## src/verilog/timer01_map.svh

```systemverilog
// Register offsets, field positions, reset values and timing counts of the timer block
`ifndef TIMER01_MAP_SVH
`define TIMER01_MAP_SVH

// Byte addresses on the APB
`define TCTL_ADDR 8'h88
`define TMODE_ADDR 8'h89
`define T0LO_ADDR 8'h8a
`define T1LO_ADDR 8'h8b
`define T0HI_ADDR 8'h8c
`define T1HI_ADDR 8'h8d
`define VEC_ADDR 8'h90
`define ISTAT_ADDR 8'h94
`define IMASK_ADDR 8'h98

// Control register bit positions
`define B_TF1 7
`define B_TR1 6
`define B_TF0 5
`define B_TR0 4
`define B_IE1 3
`define B_IT1 2
`define B_IE0 1
`define B_IT0 0

// Mode register bit positions (per timer nibble)
`define B_GATE 3
`define B_SRC 2

// Vector acknowledge bits
`define V_T0 0
`define V_X0 1
`define V_T1 2
`define V_X1 3

// Reset values
`define CTL_RST 8'h00
`define MODE_RST 8'h00
`define ZERO8 8'h00

// Timer prescale: count once every this many system clocks
`define TICK_DIV 2
`define PRESC_MAX 5'h1f

`endif

```

## src/verilog/timer01_pkg.sv

```systemverilog
// Types shared by the timer block
package timer01_pkg;

    typedef enum logic [1:0] {
        MODE_13BIT = 2'b00,
        MODE_16BIT = 2'b01,
        MODE_RELOAD = 2'b10,
        MODE_SPLIT = 2'b11
    } tmode_t;

    // Per-timer mode nibble
    typedef struct packed {
        logic gate;
        logic src;
        tmode_t mode;
    } tcfg_t;

    // Sticky event bits: overflow 0/1, ext int 0/1
    typedef struct packed {
        logic x1;
        logic t1;
        logic x0;
        logic t0;
    } evt_t;

endpackage

```

## src/verilog/timer01_control_ext_int.sv

```systemverilog
// Two timer/counters with external interrupt flags, reached over APB
//
// The APB register port was chosen for this implementation.
`timescale 1ns/1ps
`include "timer01_map.svh"
// ===========================================================================
// Operation
// - Timer 1 overflow sets its flag, which clears when the CPU vectors to it.
// - Timer 1 counts only while its run bit is 1 and holds otherwise.
// - Timer 0 overflow sets its flag, which clears when the CPU vectors to it.
// - Timer 0 counts only while its run bit is 1 and holds otherwise; in mode 11 its high byte follows timer 1 run bit.
// - A falling edge on interrupt 1 pin sets its flag, cleared on vectoring in edge mode only.
// - Interrupt 1 type bit picks low level (0) or falling edge (1).
// - A falling edge on interrupt 0 pin sets its flag, cleared on vectoring in edge mode only.
// - Interrupt 0 type bit picks low level (0) or falling edge (1).
// - With timer 1 gate set, timer 1 runs only while run bit and pin 1 are high.
// - Timer 1 in timer mode advances once every 2 system clocks.
// - Timer 1 in counter mode advances on each falling edge of its count pin.
// - Timer 1 mode: 13-bit, 16-bit, 8-bit auto-reload, or stopped.
// - Timer 0 shares modes 00-10; in 11 its high byte uses timer 1 run and flag.
// - With timer 0 gate set, timer 0 runs only while run bit and pin 0 are high.
// - Timer 0 source bit picks 2-clock timer or count-pin falling edges.
// ===========================================================================
module timer01_control_ext_int
    import timer01_pkg::*;
(
    // Clock and reset
    input wire logic pclk,
    input wire logic presetn,
    // APB slave
    input wire logic psel,
    input wire logic penable,
    input wire logic pwrite,
    input wire logic [7:0] paddr,
    input wire logic [31:0] pwdata,
    output logic [31:0] prdata,
    output logic pready,
    output logic pslverr,
    // Pins
    input wire logic xint0_pin,
    input wire logic xint1_pin,
    input wire logic t0_count_pin,
    input wire logic t1_count_pin,
    // CPU interrupt lines
    output logic xint0_req,
    output logic xint1_req,
    output logic t0_req,
    output logic t1_req,
    output logic irq
);

    // =======================================================================
    // Pin synchronisers
    // =======================================================================
    logic [3:0] sync1_q;
    logic [3:0] sync2_q;
    logic [3:0] sync3_q;
    wire [3:0] pins_raw = {t1_count_pin, t0_count_pin, xint1_pin, xint0_pin};

    // Two stages, third stage only for edge detect
    // Reset to the idle high level of the pins, so no false fall follows reset
    always_ff @(posedge pclk or negedge presetn) begin
        if (!presetn) begin
            sync1_q <= 4'hf;
            sync2_q <= 4'hf;
            sync3_q <= 4'hf;
        end else begin
            sync1_q <= pins_raw;
            sync2_q <= sync1_q;
            sync3_q <= sync2_q;
        end
    end

    // Third stage compares with the second; nothing else reads the first stage
    wire [3:0] fall = sync3_q & ~sync2_q; // One pulse per fall
    wire x0_lvl = sync2_q[0];
    wire x1_lvl = sync2_q[1];

    // =======================================================================
    // Registers
    // =======================================================================
    logic [7:0] ctl_q;
    logic [7:0] ctl_d;
    logic [7:0] mode_q;
    logic [7:0] t0lo_q;
    logic [7:0] t0lo_d;
    logic [7:0] t0hi_q;
    logic [7:0] t0hi_d;
    logic [7:0] t1lo_q;
    logic [7:0] t1lo_d;
    logic [7:0] t1hi_q;
    logic [7:0] t1hi_d;
    logic presc_q;
    evt_t ist_q;
    evt_t ist_d;
    evt_t imask_q;

    wire tcfg_t cfg0 = tcfg_t'(mode_q[3:0]);
    wire tcfg_t cfg1 = tcfg_t'(mode_q[7:4]);

    // =======================================================================
    // APB decode
    // =======================================================================
    // Gating with pready keeps a transfer in the cycle after reset from landing
    wire acc = psel & penable & pready;
    wire wr = acc & pwrite;
    wire rd = acc & ~pwrite;
    // Read data is loaded at the end of the setup cycle, so it stands at the access edge
    wire rd_setup = psel & ~penable & ~pwrite;
    wire hit_ctl = paddr == `TCTL_ADDR;
    wire hit_mode = paddr == `TMODE_ADDR;
    wire hit_t0lo = paddr == `T0LO_ADDR;
    wire hit_t1lo = paddr == `T1LO_ADDR;
    wire hit_t0hi = paddr == `T0HI_ADDR;
    wire hit_t1hi = paddr == `T1HI_ADDR;
    wire hit_vec = paddr == `VEC_ADDR;
    wire hit_ist = paddr == `ISTAT_ADDR;
    wire hit_imask = paddr == `IMASK_ADDR;
    // Unmapped addresses read as zero and raise pslverr
    wire hit_any = hit_ctl | hit_mode | hit_t0lo | hit_t1lo | hit_t0hi | hit_t1hi
        | hit_vec | hit_ist | hit_imask;
    wire [7:0] wd = pwdata[7:0];
    // Vector acknowledge stands in for the CPU entering a service routine
    wire [3:0] vec_ack = (wr & hit_vec) ? pwdata[3:0] : 4'h0;
    // Next values of the plain software registers
    wire [7:0] mode_d = (wr & hit_mode) ? wd : mode_q;
    wire evt_t imask_d = (wr & hit_imask) ? evt_t'(wd[3:0]) : imask_q;

    // =======================================================================
    // Count enables
    // =======================================================================
    // Free-running divider: the first tick after a run bit is set may come a clock late
    wire tick = presc_q; // Every second system clock

    wire run0 = ctl_q[`B_TR0] & (~cfg0.gate | x0_lvl);
    wire run1 = ctl_q[`B_TR1] & (~cfg1.gate | x1_lvl);
    // Count pins must stay low and high one clock each; faster pulses are lost
    wire src0 = cfg0.src ? fall[2] : tick;
    wire src1 = cfg1.src ? fall[3] : tick;
    wire inc0 = run0 & src0;
    wire inc1 = run1 & src1 & (cfg1.mode != MODE_SPLIT); // Mode 11 stops
    // Split mode: high byte of timer 0 ticks on timer 1's run bit
    wire inc0h = ctl_q[`B_TR1] & tick;

    // =======================================================================
    // Counter next-state and overflow
    // =======================================================================
    logic ovf0;
    logic ovf1;
    logic ovf0h;

    // Timer 0 counting
    always_comb begin
        t0lo_d = t0lo_q;
        t0hi_d = t0hi_q;
        ovf0 = 1'b0;
        ovf0h = 1'b0;
        case (cfg0.mode)
            MODE_13BIT: begin
                if (inc0) begin
                    t0lo_d = (t0lo_q[4:0] == `PRESC_MAX) ? `ZERO8 : t0lo_q + 8'h01;
                    if (t0lo_q[4:0] == `PRESC_MAX) begin
                        t0hi_d = t0hi_q + 8'h01;
                        ovf0 = &t0hi_q;
                    end
                end
            end
            MODE_16BIT: begin
                if (inc0) begin
                    {t0hi_d, t0lo_d} = {t0hi_q, t0lo_q} + 16'h0001;
                    ovf0 = &{t0hi_q, t0lo_q};
                end
            end
            MODE_RELOAD: begin
                if (inc0) begin
                    ovf0 = &t0lo_q;
                    t0lo_d = ovf0 ? t0hi_q : t0lo_q + 8'h01;
                end
            end
            MODE_SPLIT: begin
                if (inc0) begin
                    t0lo_d = t0lo_q + 8'h01;
                    ovf0 = &t0lo_q;
                end
                if (inc0h) begin
                    t0hi_d = t0hi_q + 8'h01;
                    ovf0h = &t0hi_q;
                end
            end
            default: begin
                t0lo_d = t0lo_q;
            end
        endcase
        if (wr & hit_t0lo) t0lo_d = wd;
        if (wr & hit_t0hi) t0hi_d = wd;
    end

    // Timer 1 counting
    always_comb begin
        t1lo_d = t1lo_q;
        t1hi_d = t1hi_q;
        ovf1 = 1'b0;
        case (cfg1.mode)
            MODE_13BIT: begin
                if (inc1) begin
                    t1lo_d = (t1lo_q[4:0] == `PRESC_MAX) ? `ZERO8 : t1lo_q + 8'h01;
                    if (t1lo_q[4:0] == `PRESC_MAX) begin
                        t1hi_d = t1hi_q + 8'h01;
                        ovf1 = &t1hi_q;
                    end
                end
            end
            MODE_16BIT: begin
                if (inc1) begin
                    {t1hi_d, t1lo_d} = {t1hi_q, t1lo_q} + 16'h0001;
                    ovf1 = &{t1hi_q, t1lo_q};
                end
            end
            MODE_RELOAD: begin
                if (inc1) begin
                    ovf1 = &t1lo_q;
                    t1lo_d = ovf1 ? t1hi_q : t1lo_q + 8'h01;
                end
            end
            default: begin
                t1lo_d = t1lo_q; // Stopped, value held
            end
        endcase
        if (wr & hit_t1lo) t1lo_d = wd;
        if (wr & hit_t1hi) t1hi_d = wd;
    end

    // =======================================================================
    // Control register flags
    // =======================================================================
    // Edge mode latches falls; level mode follows the low pin
    wire x0_set = ctl_q[`B_IT0] ? fall[0] : ~x0_lvl;
    wire x1_set = ctl_q[`B_IT1] ? fall[1] : ~x1_lvl;
    // Timer 1 overflow still reaches the flag in split mode; software stops timer 1
    wire t1_set = ovf1 | ovf0h; // Split mode borrows timer 1 flag

    // Software write first, then vector clears, then hardware sets win
    always_comb begin
        ctl_d = (wr & hit_ctl) ? wd : ctl_q;
        if (vec_ack[`V_T0]) ctl_d[`B_TF0] = 1'b0;
        if (vec_ack[`V_T1]) ctl_d[`B_TF1] = 1'b0;
        if (vec_ack[`V_X0] & ctl_q[`B_IT0]) ctl_d[`B_IE0] = 1'b0;
        if (vec_ack[`V_X1] & ctl_q[`B_IT1]) ctl_d[`B_IE1] = 1'b0;
        if (ovf0) ctl_d[`B_TF0] = 1'b1;
        if (t1_set) ctl_d[`B_TF1] = 1'b1;
        if (x0_set) ctl_d[`B_IE0] = 1'b1;
        if (x1_set) ctl_d[`B_IE1] = 1'b1;
        // Level mode: flag mirrors pin, so it drops when the pin returns high
        if (!ctl_q[`B_IT0] && x0_lvl && !(wr & hit_ctl)) ctl_d[`B_IE0] = 1'b0;
        if (!ctl_q[`B_IT1] && x1_lvl && !(wr & hit_ctl)) ctl_d[`B_IE1] = 1'b0;
    end

    // Sticky status, cleared by reading it; new events win over the read
    always_comb begin
        ist_d = (rd & hit_ist) ? evt_t'(4'h0) : ist_q;
        if (ovf0) ist_d.t0 = 1'b1;
        if (x0_set) ist_d.x0 = 1'b1;
        if (t1_set) ist_d.t1 = 1'b1;
        if (x1_set) ist_d.x1 = 1'b1;
    end

    // =======================================================================
    // Read data
    // =======================================================================
    // Next-state values: the word loaded at the setup edge is what the registers
    // hold through the access cycle, and the status clear at the access edge keeps
    // any event that arrives after the capture
    wire [7:0] rsel =
        hit_ctl ? ctl_d :
        hit_mode ? mode_d :
        hit_t0lo ? t0lo_d :
        hit_t1lo ? t1lo_d :
        hit_t0hi ? t0hi_d :
        hit_t1hi ? t1hi_d :
        hit_ist ? {4'h0, ist_d} :
        hit_imask ? {4'h0, imask_d} : `ZERO8;
    wire [31:0] prdata_d = rd_setup ? {24'h000000, rsel} : prdata;

    // =======================================================================
    // State registers
    // =======================================================================
    // Timer state
    always_ff @(posedge pclk or negedge presetn) begin
        if (!presetn) begin
            presc_q <= 1'b0;
            t0lo_q <= `ZERO8;
            t0hi_q <= `ZERO8;
            t1lo_q <= `ZERO8;
            t1hi_q <= `ZERO8;
        end else begin
            presc_q <= ~presc_q;
            t0lo_q <= t0lo_d;
            t0hi_q <= t0hi_d;
            t1lo_q <= t1lo_d;
            t1hi_q <= t1hi_d;
        end
    end

    // Control, mode and interrupt registers
    always_ff @(posedge pclk or negedge presetn) begin
        if (!presetn) begin
            ctl_q <= `CTL_RST;
            mode_q <= `MODE_RST;
            ist_q <= evt_t'(4'h0);
            imask_q <= evt_t'(4'h0);
        end else begin
            ctl_q <= ctl_d;
            mode_q <= mode_d;
            ist_q <= ist_d;
            imask_q <= imask_d;
        end
    end

    // Outputs, all registered; zero-wait slave so pready stays high
    // Request lines follow the next flag state, so they match the control register
    always_ff @(posedge pclk or negedge presetn) begin
        if (!presetn) begin
            prdata <= 32'h00000000;
            pready <= 1'b0;
            pslverr <= 1'b0;
            xint0_req <= 1'b0;
            xint1_req <= 1'b0;
            t0_req <= 1'b0;
            t1_req <= 1'b0;
            irq <= 1'b0;
        end else begin
            prdata <= prdata_d;
            pready <= 1'b1;
            pslverr <= psel & ~penable & ~hit_any;
            xint0_req <= ctl_d[`B_IE0];
            xint1_req <= ctl_d[`B_IE1];
            t0_req <= ctl_d[`B_TF0];
            t1_req <= ctl_d[`B_TF1];
            irq <= |(ist_d & imask_d);
        end
    end

endmodule

```

## config.mk

```make
export PLATFORM = sky130hd
export DESIGN_NAME = timer01_control_ext_int
export DESIGN_NICKNAME = d
export VERILOG_FILES = /design/src/verilog/timer01_pkg.sv /design/src/verilog/timer01_control_ext_int.sv
export VERILOG_INCLUDE_DIRS = /design/src /design/src/verilog
export SDC_FILE = /design/constraint.sdc
export NUM_CORES = 1
export LEC_CHECK = 0
export ABC_AREA = 1
export BUFFER_PORTS_ARGS = -buffer_cell sky130_fd_sc_hd__buf_2
export CAP_MARGIN = 40
export CORE_MARGIN = 4
export CORE_UTILIZATION = 40
export CTS_BUF_LIST = sky130_fd_sc_hd__clkbuf_4
export DETAILED_ROUTE_END_ITERATION = 10
export PLACE_DENSITY_LB_ADDON = 0.12
export SLEW_MARGIN = 20
export SYNTH_ARGS = -nofsm -noshare
export SYNTH_HDL_FRONTEND = slang
export SYNTH_SLANG_ARGS = --single-unit
```

## constraint.sdc

```tcl
create_clock -name pclk -period 2.87 [get_ports pclk]
set_input_delay 0.1435 -clock pclk [delete_from_list [all_inputs] [get_ports pclk]]
set_output_delay 0.1435 -clock pclk [all_outputs]
set_load 0.01 [all_outputs]
```

== Word-level counts from Yosys, hierarchy flattened ==
Cells that the tools add are included.
Storage, ports and cells
  register bits: 84
  output and inout bits: 39
  word-level logic and storage cells: 181
Cells by class
  add/subtract/negate cells: 6
  eq/ne operators: 17
  muxes and demuxes: 69
  bitwise gates (word level): 46
  reductions and logical operators: 17
Operators by type and width (count)
  $mux 8: 30
  $eq 8x8->1 const B: 9
  $pmux 8 s3: 2
  $add 16x1->16 const B: 2
  $add 8x1->8 const B: 4
  $pmux 8 s4: 1
  $reduce_and 16->1: 2
  $reduce_and 8->1: 4
  $mux 1: 28
  $and 1x1->1: 24
  $mux 4: 5
  $pmux 8 s2: 1
  $or 1x1->1: 11
  $eq 5x5->1 const B: 2
  $and 4x4->4: 2
  $not 1->1: 8
  $eq 2x2->1 const B: 3
  $pmux 1 s3: 2
  $eq 2x1->1 const B: 2
  $logic_and 1x1->1: 4
  $logic_not 2->1: 2
  $not 4->4: 1
  $reduce_or 4->1: 1
  $logic_not 1->1: 3
  2 further kinds: 2

== Logic depth before layout (Yosys ltp) ==
Gate-level depths: netlist of the first run.
  word-level depth: 16
  gate-level depth with buffers: 20

== Worst setup path before layout of the first run ==
No wires, ideal clock.
  path type: register to register
  start point: reg t1lo_q[0]
  end point: reg prdata[7]
  library setup time: 0.116 ns
  arrival time: 2.089 ns
  required time: 2.754 ns
  setup slack: 0.665 ns
  cell stages (with the launch flop): 20
  buffers on the path: 0
  clock period less this slack: 2.205 ns
  cells stage by stage: dfrtp_1 -> ha_1 -> nand2_1 -> nor2_2 -> ha_1 -> inv_1 -> nor3_2 -> nand3_1 -> nand2_1 -> nand3_1 -> nand2_1 -> nand2_1 -> nand2_1 -> nand2_1 -> nand2_1 -> nand3_1 -> nand2_1 -> nand2_1 -> nand2_1 -> nand2_1
Between the ends
  cells in the longest elaborated chain, start to end: 11
  elaborated cells on any way between the ends: 30
RTL lines
  start, declared: RTL line timer01_control_ext_int.sv:89  | logic [7:0] t1lo_q;
  start signal, assigned: RTL line timer01_control_ext_int.sv:293  | t1lo_q <= `ZERO8;
  start signal, assigned: RTL line timer01_control_ext_int.sv:299  | t1lo_q <= t1lo_d;
  branches (longest 3 deep; another with $add 16x1->16)
  $pmux 8 s2 (*): RTL line timer01_control_ext_int.sv:203  | case (cfg1.mode)
  $mux 8 (*): RTL line timer01_control_ext_int.sv:230  | if (wr & hit_t1hi) t1hi_d = wd;
  net t1hi_d[7]: RTL line timer01_control_ext_int.sv:92  | logic [7:0] t1hi_d;
  $mux 8 (no line) (*) (6 in a row)
  end signal, assigned: RTL line timer01_control_ext_int.sv:332  | prdata <= prdata_d;
  end, declared: RTL line timer01_control_ext_int.sv:36  | output logic [31:0] prdata,
Mark *: on every way through the listed nets, which the timed path passes.
A chain may end at the register's enable or synchronous reset.

== Worst setup path in the final report of the first run ==
  start point: reg t0lo_q[1]
  end point: reg prdata[0]
Between the ends
  cells in the longest elaborated chain, start to end: 12
  elaborated cells on any way between the ends: 28
RTL lines
  start, declared: RTL line timer01_control_ext_int.sv:85  | logic [7:0] t0lo_q;
  start signal, assigned: RTL line timer01_control_ext_int.sv:291  | t0lo_q <= `ZERO8;
  start signal, assigned: RTL line timer01_control_ext_int.sv:297  | t0lo_q <= t0lo_d;
  branches (longest 9 deep; another with $add 16x1->16)
  $mux 8 (no line) (*) (3 in a row)
Mark *: on every way between the ends.

==> load_flow_metrics.sql, run 1 <==
INSERT INTO impl_metrics (metric_group, metric, value, unit) VALUES
('worst_setup_path', 'startpoint_type', 'register', ''),
('synthesis', 'synth_simple_gate_area_share', '0.405', ''),
('worst_setup_path', 'timing.critical_path.required', '3.23', 'ns'),
('timing', 'final_setup_fails', '0', ''),
('routing', 'detail_route.wirelength', '19000', 'um'),
('placed_design', 'pre_cts_ws', '0.240', 'ns'),
('worst_setup_path', 'worst_setup_path_startpoint', 't0lo_q[1]', ''),
('timing', 'final.hold.worst_slack', '0.0371', 'ns'),
('cts', 'cts_tree', 'built', ''),
('min_path', 'min-delay-path-class', 'input pin to register', ''),
('synthesis', 'synth_cells', '930', ''),
('synthesis', 'yosysSeqAreaShare', '0.331', ''),
('cts', 'cts-buffers-inserted', '9', ''),
('synthesis', 'synth_compound_area_frac', '0.110', ''),
('routing', 'drt-pass1-iter-count', '6', ''),
('cts', 'clkTransAtPathRegs', '0.14', 'ns'),
('global_routing', 'first_global_vias', '5473', ''),
('synthesis', 'synth_flop_cell', 'dfrtp_1', ''),
('placed_design', 'gpl.final_weighted_congestion', '0.975', ''),
('layout', 'mostFrequentLayoutCell', 'nand2_1', ''),
('timing', 'final.min_clock_period', '2.65', 'ns'),
('cts', 'clk_root_buffer_cell', 'clkbuf_4', ''),
('floorplan', 'rows', '44', ''),
('outcome', 'outcome', 'finished, final reports clean', ''),
('global_routing', 'grt_pass1_wl', '30100', 'um'),
('synthesis', 'asyncSetResetFlopFracSynth', '1.00', ''),
('layout', 'layout-area-overhead-vs-synth', '11.1', '%'),
('timing', 'max_freq', '0.378', 'GHz'),
('pwr', 'share_comb_of_total_power', '0.210', ''),
('synthesis', 'yosys.area_share.xor_xnor', '0.0101', ''),
('global_routing', 'antenna_found_initial', '0', ''),
('worst_setup_path', 'rrSetupSlack', '0.22', 'ns'),
('layout', 'post_layout_nonfiller_instances', '1180', ''),
('global_routing', 'globalRouteOverflowTotal', '0', ''),
('cts', 'clk-insertion-delay-late', '0.47', 'ns'),
('cts', 'max-clock-path-buffers', '2', ''),
('worst_setup_path', 'crit-reg2reg-capture', 'prdata[0]', ''),
('routing', 'num_vias', '6124', ''),
('synthesis', 'synth-edff-count', '0', ''),
('layout', 'final_net_count', '1050', ''),
('pwr', 'p_sw_frac', '0.347', ''),
('worst_setup_path', 'cp_slowest_stage_delay', '0.43', 'ns'),
('cts', 'cts.sink_count', '80', ''),
('timing', 'grt_setup_unrepaired', 'false', ''),
('timing', 'hold_violations', '0', ''),
('worst_setup_path', 'endpoint', 'prdata[0]', ''),
('pwr', 'seq_power_share', '0.488', ''),
('worst_setup_path', 'reg2reg_from', 't0lo_q[1]', ''),
('pwr', 'p_leak', '0.00334', 'uW'),
('pwr', 'switchingPower', '946', 'uW'),
('placed_design', 'portBuffers', '39', ''),
('worst_setup_path', 'worstPathArrival', '3.01', 'ns'),
('timing', 'fin_crit_sh', '0.922', ''),
('layout', 'antenna_cells_inserted', '0', ''),
('global_routing', 'grt_max_degree', '57', ''),
('worst_setup_path', 'critPathKind', 'register to register', ''),
('synthesis', 'synth_top_area_frac', '0.279', ''),
('synthesis', 'synth-warning-count', '0', ''),
('layout', 'final_util', '0.459', ''),
('synthesis', 'syn_area_cell', '6.56', 'sq um'),
('worst_setup_path', 'crit_chain', 'ha_1, nand2_1, nor2_1, ha_1, inv_1, nor2_1, inv_1, nor2_1, nor2_1, nand2_1, nor2_1, o21ai_1, nor2_1, nor2_1, nand4_1, nand2_1, nand2_1', ''),
('pwr', 'p_int', '1780', 'uW'),
('routing', 'route.detailed.drc', '0', ''),
('routing', 'drt_iter0_drc', '605', ''),
('floorplan', 'io_pins', '88', ''),
('placed_design', 'dp.cells', '1156', ''),
('synthesis', 'netlist-cell-type-count', '46', ''),
('floorplan', 'die_y', '131', 'um'),
('timing', 'tightestPinTransition', '0.528', 'ns'),
('flow_run', 'cap_violations', '0', ''),
('cts', 'post-cts-setup-buffers', '0', '');
[area by class of cell]
class,instances,area (sq um),share of cell area
Multi-Input combinational cell,702,3430,0.506
Sequential cell,80,2020,0.298
Inverter,135,507,0.0748
Timing Repair Buffer,63,418,0.0617
Tap cell,184,230,0.0340
Clock inverter,7,106,0.0157
Clock buffer,9,67.6,0.00997
[synthesized netlist by cell type, drive strengths merged, types with 2 or more instances]
master	n
a31oi	3
inv	131
clkbuf	5
a21boi	2
ha	10
nor4	4
o211ai	8
dfstp	12
or2	6
o221ai	3
xnor2	2
conb	2
buf	31
nor2	81
o21ai	63
nand2	310
and2	5
clkinv	4
a21oi	28
nand4	18
nor3	14
nand3b	3
o221a	2
xor2	5
nand3	104
dfrtp	68
a211oi	2
[per-stage QoR]
step | power (uW) | cell area (sq um)
after floorplan | 1700 | 6180
after global placement | 1900 | 6480
after detailed placement | 1900 | 6510
after CTS | 2740 | 6760
after global routing | 2880 | 6780
final | 2720 | 6780
[flip-flops by register name, indices dropped and copies added, names as in the netlist, 4 cells and up]
| signal | count |
|---|---|
| ctl_q | 8 |
| imask_q | 4 |
| ist_q | 4 |
| mode_q | 8 |
| prdata | 8 |
| sync1_q | 4 |
| sync2_q | 4 |
| sync3_q | 4 |
| t0hi_q | 8 |
| t0lo_q | 8 |
| t1hi_q | 8 |
| t1lo_q | 8 |
[metal layers]
| layer | wire length [um] | GRT usage | up-vias |
|---|---|---|---|
| met5 | 0 | 0 | - |
| met4 | 185 | 0.0373 | 0 |
| met3 | 1260 | 0.0382 | 15 |
| met2 | 8350 | 0.332 | 221 |
| met1 | 9170 | 0.323 | 2831 |
| li1 | - | - | 3057 |
[worst min path at each step]
| stage | start | endpoint | slack (ns) | depth (start not counted) |
|---|---|---|---|---|
| 3_5_place_dp | presetn | prdata[3] | 0.07 | 1 |
| 5_1_grt | pwdata[4] | t1lo_q[4] | 0.009 | 3 |
| 3_3_place_gp | t1_count_pin | sync1_q[3] | 0.25 | 1 |
| 2_1_floorplan | presetn | ctl_q[0] | -0.15 | 0 |
| 6_report | pwdata[6] | t1hi_q[6] | 0.04 | 3 |
| 4_1_cts | pwdata[4] | t1lo_q[4] | 0.0008 | 3 |
[cells by family after synthesis]
group	count (synthesis)
AOI/OAI and AO/OA	115
xor gates and xnor gates	7
adders and majority gates	10
buffers and inverters	171
DFF	80
other	2
and+or+nand+nor	545
[worst max-delay path: cells and delay by family, from the launching register on]
kind | cells | cell delay [ns]
buffers and inverters | 2 | 0.18
AND/OR/NAND/NOR | 12 | 1.33
adder cells (fa/ha/maj) | 2 | 0.41
flip-flops | 1 | 0.43
AO/OA/AOI/OAI | 1 | 0.23
[repair_timing]
action	4_1_cts	5_1_grt
endpoints found under the setup margin	0	3
gates resized for setup	0	3
hold buffers	8	0
endpoints found under the hold margin	85	0
[power groups by stage]
stage / combinational [uW] / sequential (uW) / clock (uW)
2_1_floorplan: 400 / 1300 / 0
3_3_place_gp: 553 / 1350 / 0
3_5_place_dp: 556 / 1350 / 0
4_1_cts: 568 / 1330 / 845
5_1_grt: 652 / 1340 / 890
6_report: 571 / 1330 / 823
No activity file was read; power rests on OpenSTA's default activity.
==> run 2: changes to the inputs <==
==> constraint.sdc (replaced) <==
create_clock -name pclk -period 3.4 [get_ports pclk]
set_input_delay 0.17 -clock pclk [delete_from_list [all_inputs] [get_ports pclk]]
set_output_delay 0.17 -clock pclk [all_outputs]
set_load 0.01 [all_outputs]
==> load_flow_metrics.sql, run 2 (synthesized netlist as in run 1, its figures left out) <==
INSERT INTO impl_metrics (metric_group, metric, value, unit) VALUES
('outcome', 'outcome', 'finished, final reports clean', ''),
('layout', 'fillers', '1601', ''),
('placed_design', 'dp.cells', '1145', ''),
('placed_design', 'dp_hpwl', '15000', 'um'),
('layout', 'final_util', '0.449', ''),
('worst_setup_path', 'timing.critical_path.required', '3.75', 'ns'),
('timing', 'finalClockSkew', '0.0142', 'ns'),
('worst_setup_path', 'worstPathArrival', '3.21', 'ns'),
('timing', 'setup_tns', '0', 'ns'),
('pwr', 'power.ir.vdd_worst', '252', 'uV'),
('cts', 'post_cts_resized', '0', ''),
('worst_setup_path', 'critPathMaxFanout', '9', ''),
('global_routing', 'globalRouteOverflowTotal', '0', ''),
('global_routing', 'grt_max_degree', '48', ''),
('timing', 'final.hold.worst_slack', '0.0516', 'ns'),
('worst_setup_path', 'critPathKind', 'register to register', ''),
('floorplan', 'initial_utilization', '0.413', ''),
('timing', 'final_setup_fails', '0', ''),
('cts', 'ctsHtreeMaxLevel', '3', ''),
('cts', 'cts.sink_count', '80', ''),
('timing', 'grt_setup_unrepaired', 'false', ''),
('global_routing', 'globalRouteTotalUtil', '0.218', ''),
('pwr', 'p_per_area', '325', 'nW/um^2'),
('floorplan', 'core_area', '14800', 'sq um'),
('routing', 'route.detailed.drc', '0', ''),
('global_routing', 'first_global_vias', '5446', ''),
('routing', 'wl_per_cell', '16.4', 'um'),
('floorplan', 'io_pins', '88', ''),
('cts', 'clkTransAtPathRegs', '0.13', 'ns'),
('layout', 'final_net_count', '1038', ''),
('cts', 'clk_root_buffer_cell', 'clkbuf_4', ''),
('global_routing', 'antenna_found_initial', '0', ''),
('min_path', 'min-delay-path-class', 'input pin to register', ''),
('cts', 'max-clock-path-buffers', '2', ''),
('global_routing', 'grt_pass1_wl', '29900', 'um'),
('flow_run', 'cap_violations', '0', ''),
('routing', 'drt-pass1-iter-count', '5', ''),
('floorplan', 'die_area', '17300', 'sq um'),
('routing', 'final_antenna_net_count', '0', ''),
('timing', 'fin_crit_sh', '0.842', ''),
('floorplan', 'die_y', '131', 'um'),
('routing', 'num_vias', '6042', ''),
('timing', 'slew_violations', '0', ''),
('routing', 'detail_route.wirelength', '19100', 'um'),
('layout', 'mostFrequentLayoutCell', 'nand2_1', ''),
('layout', 'antenna_cells_inserted', '0', ''),
('timing', 'slew_headroom', '0.639', ''),
('timing', 'tightestPinTransition', '0.538', 'ns'),
('timing', 'hold_violations', '0', ''),
('routing', 'detail_route.vias_per_cell', '5.17', ''),
('timing', 'final.min_clock_period', '2.86', 'ns'),
('cts', 'cts-buffers-inserted', '9', ''),
('worst_setup_path', 'cp-end-kind', 'register', ''),
('floorplan', 'rows', '44', ''),
('timing', 'max_freq', '0.349', 'GHz'),
('placed_design', 'gpl.final_weighted_congestion', '0.961', ''),
('floorplan', 'die_width', '131', 'um'),
('layout', 'post_layout_nonfiller_instances', '1168', ''),
('placed_design', 'portBuffers', '39', ''),
('layout', 'layout-area-overhead-vs-synth', '8.68', '%'),
('cts', 'cts_tree', 'built', ''),
('cts', 'clk-insertion-delay-late', '0.46', 'ns'),
('routing', 'drt_iter0_drc', '535', ''),
('layout', 'share_of_final_layout_standard_cells_stronger_than_drive_strength_1', '0.139', ''),
('layout', 'most_frequent_cells_in_the_layout', 'nand2_1, inv_1, nand3_1', ''),
('worst_setup_path', 'startpoint_type', 'register', ''),
('pwr', 'p_leak', '0.00326', 'uW');
## run 2: power by group
group	internal [uW]	total [uW]	leakage (uW)	switching, uW
Clock	216	554	0.0000668	338
Sequential	1020	1130	0.000950	106
Combinational	154	469	0.00224	314
## run 2: layout make-up
class,instances,area (sq um),share of cell area
Tap cell,184,230,0.0347
Clock inverter,7,62.6,0.00944
Clock buffer,9,67.6,0.0102
Timing Repair Buffer,51,325,0.0491
Multi-Input combinational cell,702,3420,0.516
Sequential cell,80,2020,0.304
Inverter,135,507,0.0765
## run 2: final timing paths
path	slack, ns	endpoint	cells past startpoint	from
max in group asynchronous	2.54	sync2_q[2]	3	presetn
setup reg to reg	0.54	prdata[0]	16	mode_q[4]
hold / removal	0.05	t1lo_q[4]	3	pwdata[4]
min in group asynchronous	0.21	prdata[2]	2	presetn
setup / recovery	0.54	prdata[0]	16	mode_q[4]
hold reg to reg	0.37	sync2_q[2]	0	sync1_q[2]
## run 2: through the flow
step | total power (uW) | cell area, sq um | worst slack [ns]
5_1_grt | 2280 | 6630 | 0.141
4_1_cts | 2170 | 6630 | 0.529
3_5_place_dp | 1600 | 6430 | 0.565
6_report | 2150 | 6630 | 0.537
3_3_place_gp | 1600 | 6400 | 0.594
2_1_floorplan | 1440 | 6180 | 1.19
## run 2: what timing repair did
| action | CTS | global route |
|---|---|---|
| buffers inserted | 0 | 0 |
| endpoints found under the hold margin | 39 | 0 |
| hold buffers | 7 | 0 |
## run 2: critical path, cell delays in order, from the launching register on
cell and delay (ns):
dfrtp_1 0.45, ha_1 0.36, inv_2 0.19, nand2_1 0.07
nor2_1 0.09, nand3_1 0.22, buf_4 0.26, nor2_2 0.21
nand2_1 0.08, nand3_1 0.09, nand3_1 0.12, nand3_1 0.13
nand2_1 0.07, nor2_1 0.10, nand4_1 0.15, nand2_1 0.12
nand2_1 0.05
## run 2: per-layer routing
metal	vias up	global-route usage	wire (um)
met1	2769	0.321	9230
met5	-	0	0
li1	3058	-	-
met2	202	0.335	8510
met4	0	0.0449	182
met3	13	0.0413	1220
==> run 3: changes to the inputs <==
--- a/config.mk
+++ b/config.mk
@@ -6,7 +6,7 @@
 export SDC_FILE = /design/constraint.sdc
 export NUM_CORES = 1
 export LEC_CHECK = 0
-export ABC_AREA = 1
+export ABC_AREA = 0
 export BUFFER_PORTS_ARGS = -buffer_cell sky130_fd_sc_hd__buf_2
 export CAP_MARGIN = 40
 export CORE_MARGIN = 4
==> constraint.sdc (replaced) <==
create_clock -name pclk -period 2.35 [get_ports pclk]
set_input_delay 0.1175 -clock pclk [delete_from_list [all_inputs] [get_ports pclk]]
set_output_delay 0.1175 -clock pclk [all_outputs]
set_load 0.01 [all_outputs]
==> load_flow_metrics.sql, run 3 <==
INSERT INTO impl_metrics (metric_group, metric, value, unit) VALUES
('pwr', 'p_int', '2080', 'uW'),
('synthesis', 'synth-warning-count', '0', ''),
('synthesis', 'synth_top_area_frac', '0.304', ''),
('worst_setup_path', 'worstPathArrival', '3.02', 'ns'),
('worst_setup_path', 'crit-reg2reg-capture', 'prdata[0]', ''),
('timing', 'slew_violations', '0', ''),
('layout', 'mostFrequentLayoutCell', 'buf_4', ''),
('layout', 'most_frequent_cells_in_the_layout', 'buf_4, nor2_1, nand2_1', ''),
('cts', 'ctsHtreeMaxLevel', '3', ''),
('worst_setup_path', 'rrSetupSlack', '-0.27', 'ns'),
('worst_setup_path', 'reg2reg_from', 't0lo_q[0]', ''),
('worst_setup_path', 'cp_slowest_stage_delay', '0.40', 'ns'),
('timing', 'slew_headroom', '0.594', ''),
('worst_setup_path', 'crit_path_slowest_cell', 'or3b_4', ''),
('routing', 'detail_route.vias_per_cell', '5.90', ''),
('timing', 'fin_crit_sh', '1.11', ''),
('floorplan', 'core_area', '13500', 'sq um'),
('floorplan', 'io_pins', '88', ''),
('worst_setup_path', 'worst_setup_path_startpoint', 't0lo_q[0]', ''),
('worst_setup_path', 'crit_chain', 'ha_2, and3_4, ha_4, or3b_4, or3_4, a21oi_4, a21oi_2, o221ai_2, o211ai_1, a21oi_2', ''),
('placed_design', 'portBuffers', '39', ''),
('timing', 'final.min_clock_period', '2.62', 'ns'),
('worst_setup_path', 'cp-end-kind', 'register', ''),
('worst_setup_path', 'startpoint_type', 'register', ''),
('timing', 'finalWorstSetupSlack', '-0.269', 'ns'),
('timing', 'grt_setup_unrepaired', 'true', ''),
('worst_setup_path', 'cp_num_buf_inv', '0', ''),
('worst_setup_path', 'r2r_cells', '10', ''),
('pwr', 'switchingPower', '995', 'uW'),
('cts', 'cts.sink_count', '80', ''),
('routing', 'drt-pass1-iter-count', '6', ''),
('routing', 'num_vias', '6023', ''),
('worst_setup_path', 'critPathKind', 'register to register', ''),
('layout', 'share_of_final_layout_standard_cells_stronger_than_drive_strength_1', '0.389', ''),
('min_path', 'worst_hold_path.endpoint', 't1lo_q[0]', ''),
('min_path', 'worst_hold_path.num_cells', '3', ''),
('floorplan', 'initial_utilization', '0.416', ''),
('synthesis', 'synth_flop_cell', 'dfrtp_1', ''),
('cts', 'clkTransAtPathRegs', '0.15', 'ns'),
('placed_design', 'gpl.final_weighted_congestion', '1.02', ''),
('worst_setup_path', 'critPathMaxFanout', '4', ''),
('worst_setup_path', 'cpMostUsedCell', 'a21oi_2', ''),
('synthesis', 'ys_top_cells_by_area', 'dfrtp_1, dfstp_2, nor2_1', ''),
('floorplan', 'die_area', '15900', 'sq um'),
('timing', 'hold_violations', '0', ''),
('global_routing', 'antenna_found_initial', '2', ''),
('global_routing', 'globalRouteTotalUtil', '0.272', ''),
('flow_run', 'cap_violations', '0', ''),
('synthesis', 'synth_largest_area_cell', 'dfrtp_1', ''),
('timing', 'setup_tns', '-1.37', 'ns'),
('pwr', 'p_leak', '0.00327', 'uW'),
('synthesis', 'syn_area_cell', '8.51', 'sq um'),
('placed_design', 'dp_hpwl', '16600', 'um'),
('global_routing', 'globalRouteOverflowTotal', '0', ''),
('synthesis', 'synth_seq_cells', '80', ''),
('synthesis', 'synth.most_common_cell', 'nor2_1', ''),
('cts', 'max-clock-path-buffers', '2', ''),
('cts', 'cts-buffers-inserted', '9', ''),
('min_path', 'origin_of_the_worst_min_delay_path', 'pwdata[0]', ''),
('min_path', 'min-delay-path-class', 'input pin to register', ''),
('placed_design', 'placement.cell_area', '6940', 'sq um'),
('worst_setup_path', 'timing.critical_path.required', '2.75', 'ns'),
('routing', 'detail_route.wirelength', '21900', 'um'),
('timing', 'max_freq', '0.382', 'GHz'),
('routing', 'route.detailed.drc', '0', ''),
('floorplan', 'die_y', '126', 'um'),
('pwr', 'p_sw_frac', '0.323', ''),
('outcome', 'failing_checks', 'setup timing', ''),
('synthesis', 'asyncSetResetFlopFracSynth', '1.00', ''),
('pwr', 'power.ir.vdd_worst', '374', 'uV'),
('synthesis', 'synth_common_cells', 'nor2_1, nand2_1, dfrtp_1', ''),
('pwr', 'share_comb_of_total_power', '0.217', ''),
('timing', 'final_setup_fails', '10', ''),
('cts', 'cts_tree', 'built', ''),
('cts', 'clk_root_buffer_cell', 'clkbuf_4', ''),
('floorplan', 'die_width', '126', 'um'),
('global_routing', 'grt_max_degree', '47', ''),
('global_routing', 'grt_pass1_wl', '33500', 'um'),
('synthesis', 'synth_area', '5590', 'sq um'),
('synthesis', 'synth_cells', '657', ''),
('routing', 'final_antenna_net_count', '0', ''),
('pwr', 'seq_power_share', '0.494', ''),
('layout', 'final_net_count', '897', ''),
('cts', 'clk-insertion-delay-late', '0.49', 'ns'),
('layout', 'finalInstanceArea', '7580', 'sq um'),
('synthesis', 'synth-edff-count', '0', ''),
('worst_setup_path', 'worst_path_dominant_cell_family', 'simple AND/OR/NAND/NOR gates', ''),
('synthesis', 'yosysSeqAreaShare', '0.361', ''),
('pwr', 'p_per_area', '406', 'nW/um^2'),
('timing', 'tightestPinTransition', '0.609', 'ns'),
('routing', 'drt_iter0_drc', '671', ''),
('outcome', 'outcome', 'finished with violations', ''),
('pwr', 'power_frac_clock', '0.290', ''),
('floorplan', 'rows', '42', ''),
('synthesis', 'netlist-cell-type-count', '81', ''),
('timing', 'finalClockSkew', '0.0225', 'ns'),
('layout', 'layout-area-overhead-vs-synth', '35.5', '%'),
('placed_design', 'pre_cts_ws', '-0.410', 'ns'),
('global_routing', 'first_global_vias', '5962', ''),
('routing', 'wl_per_cell', '21.5', 'um');
## run 3: cell types whose count changed after synthesis, sizes merged, moves of 8 or more
| cell | previous run | this run |
|---|---|---|
| o21ai | 63 | 36 |
| and3 | 0 | 10 |
| clkbuf | 5 | 20 |
| nand4 | 18 | 8 |
| mux2i | 0 | 8 |
| nand2b | 0 | 9 |
| mux2 | 0 | 22 |
| a31oi | 3 | 15 |
| a21oi | 28 | 56 |
| nor2b | 0 | 8 |
| nand3 | 104 | 25 |
| nand2 | 310 | 73 |
| inv | 131 | 18 |
## run 3: layer usage
metal | vias up | GRT usage | wire [um]
met1 | 2919 | 0.369 | 9440
met4 | 2 | 0.132 | 956
met2 | 292 | 0.421 | 9950
li1 | 2744 | - | -
met3 | 66 | 0.0483 | 1560
met5 | - | 0 | 11
## run 3: worst max path at each step
stage | end | cells past startpoint | slack (ns)
CTS | prdata[3] | 12 | -0.26
finish | prdata[0] | 10 | -0.27
global route | prdata[3] | 9 | -0.34
global placement | prdata[0] | 10 | -0.43
detailed placement | prdata[0] | 10 | -0.41
floorplan | prdata[3] | 10 | -0.07
## run 3: timing repair
item,in CTS,in global routing
setup buffers,12,3
hold endpoints to repair,45,0
hold buffers,8,0
pin swaps,26,15
gates resized for setup,43,29
endpoints found under the setup margin,13,19
## run 3: per-stage QoR
stage	util	hold WS (ns)	instances	power, uW
after floorplan	-	-0.178	680	1850
after global placement	0.516	0.166	984	2150
after detailed placement	0.516	0.175	984	2140
after CTS	0.553	0.00479	1018	3050
final	0.564	0.0291	1021	3080
after global routing	0.564	0.0182	1021	3210
## run 3: cells by family (layout without fill, tap and decap cells)
family / count (synthesis) / in the layout / share of synthesized area
xor gates and xnor gates: 6 / 6 / 0.00939
AOI/OAI and AO/OA: 202 / 202 / 0.250
other: 2 / 27 / 0.00134
DFF: 80 / 80 / 0.361
muxes: 30 / 30 / 0.0586
buffers and inverters: 72 / 235 / 0.0689
and+or+nand+nor: 255 / 255 / 0.229
adders and majority gates: 10 / 10 / 0.0224
## run 3: layout make-up
type	count	area, sq um
flip-flops and latches	80	2020
repair buffers	201	1460
diodes	2	5.00
multi-input cells	528	3670
clock buffers	11	82.6
fillers	1261	5870
clock inverters	5	60.1
well taps	176	220
inverters	18	67.6
## run 3: worst reg2reg max path, delay by kind of cell (launching register included)
| family | cells | cell delay [ns] |
|---|---|---|
| simple gates | 3 | 0.99 |
| compound gates | 5 | 0.87 |
| flops | 1 | 0.38 |
| fa+ha+maj | 2 | 0.30 |
## run 3: power groups by stage
stage / Clock (uW) / Combinational [uW] / Sequential [uW]
floorplan: 0 / 303 / 1550
global placement: 0 / 609 / 1540
detailed placement: 0 / 607 / 1540
CTS: 898 / 639 / 1520
global route: 960 / 723 / 1530
finish: 892 / 668 / 1520
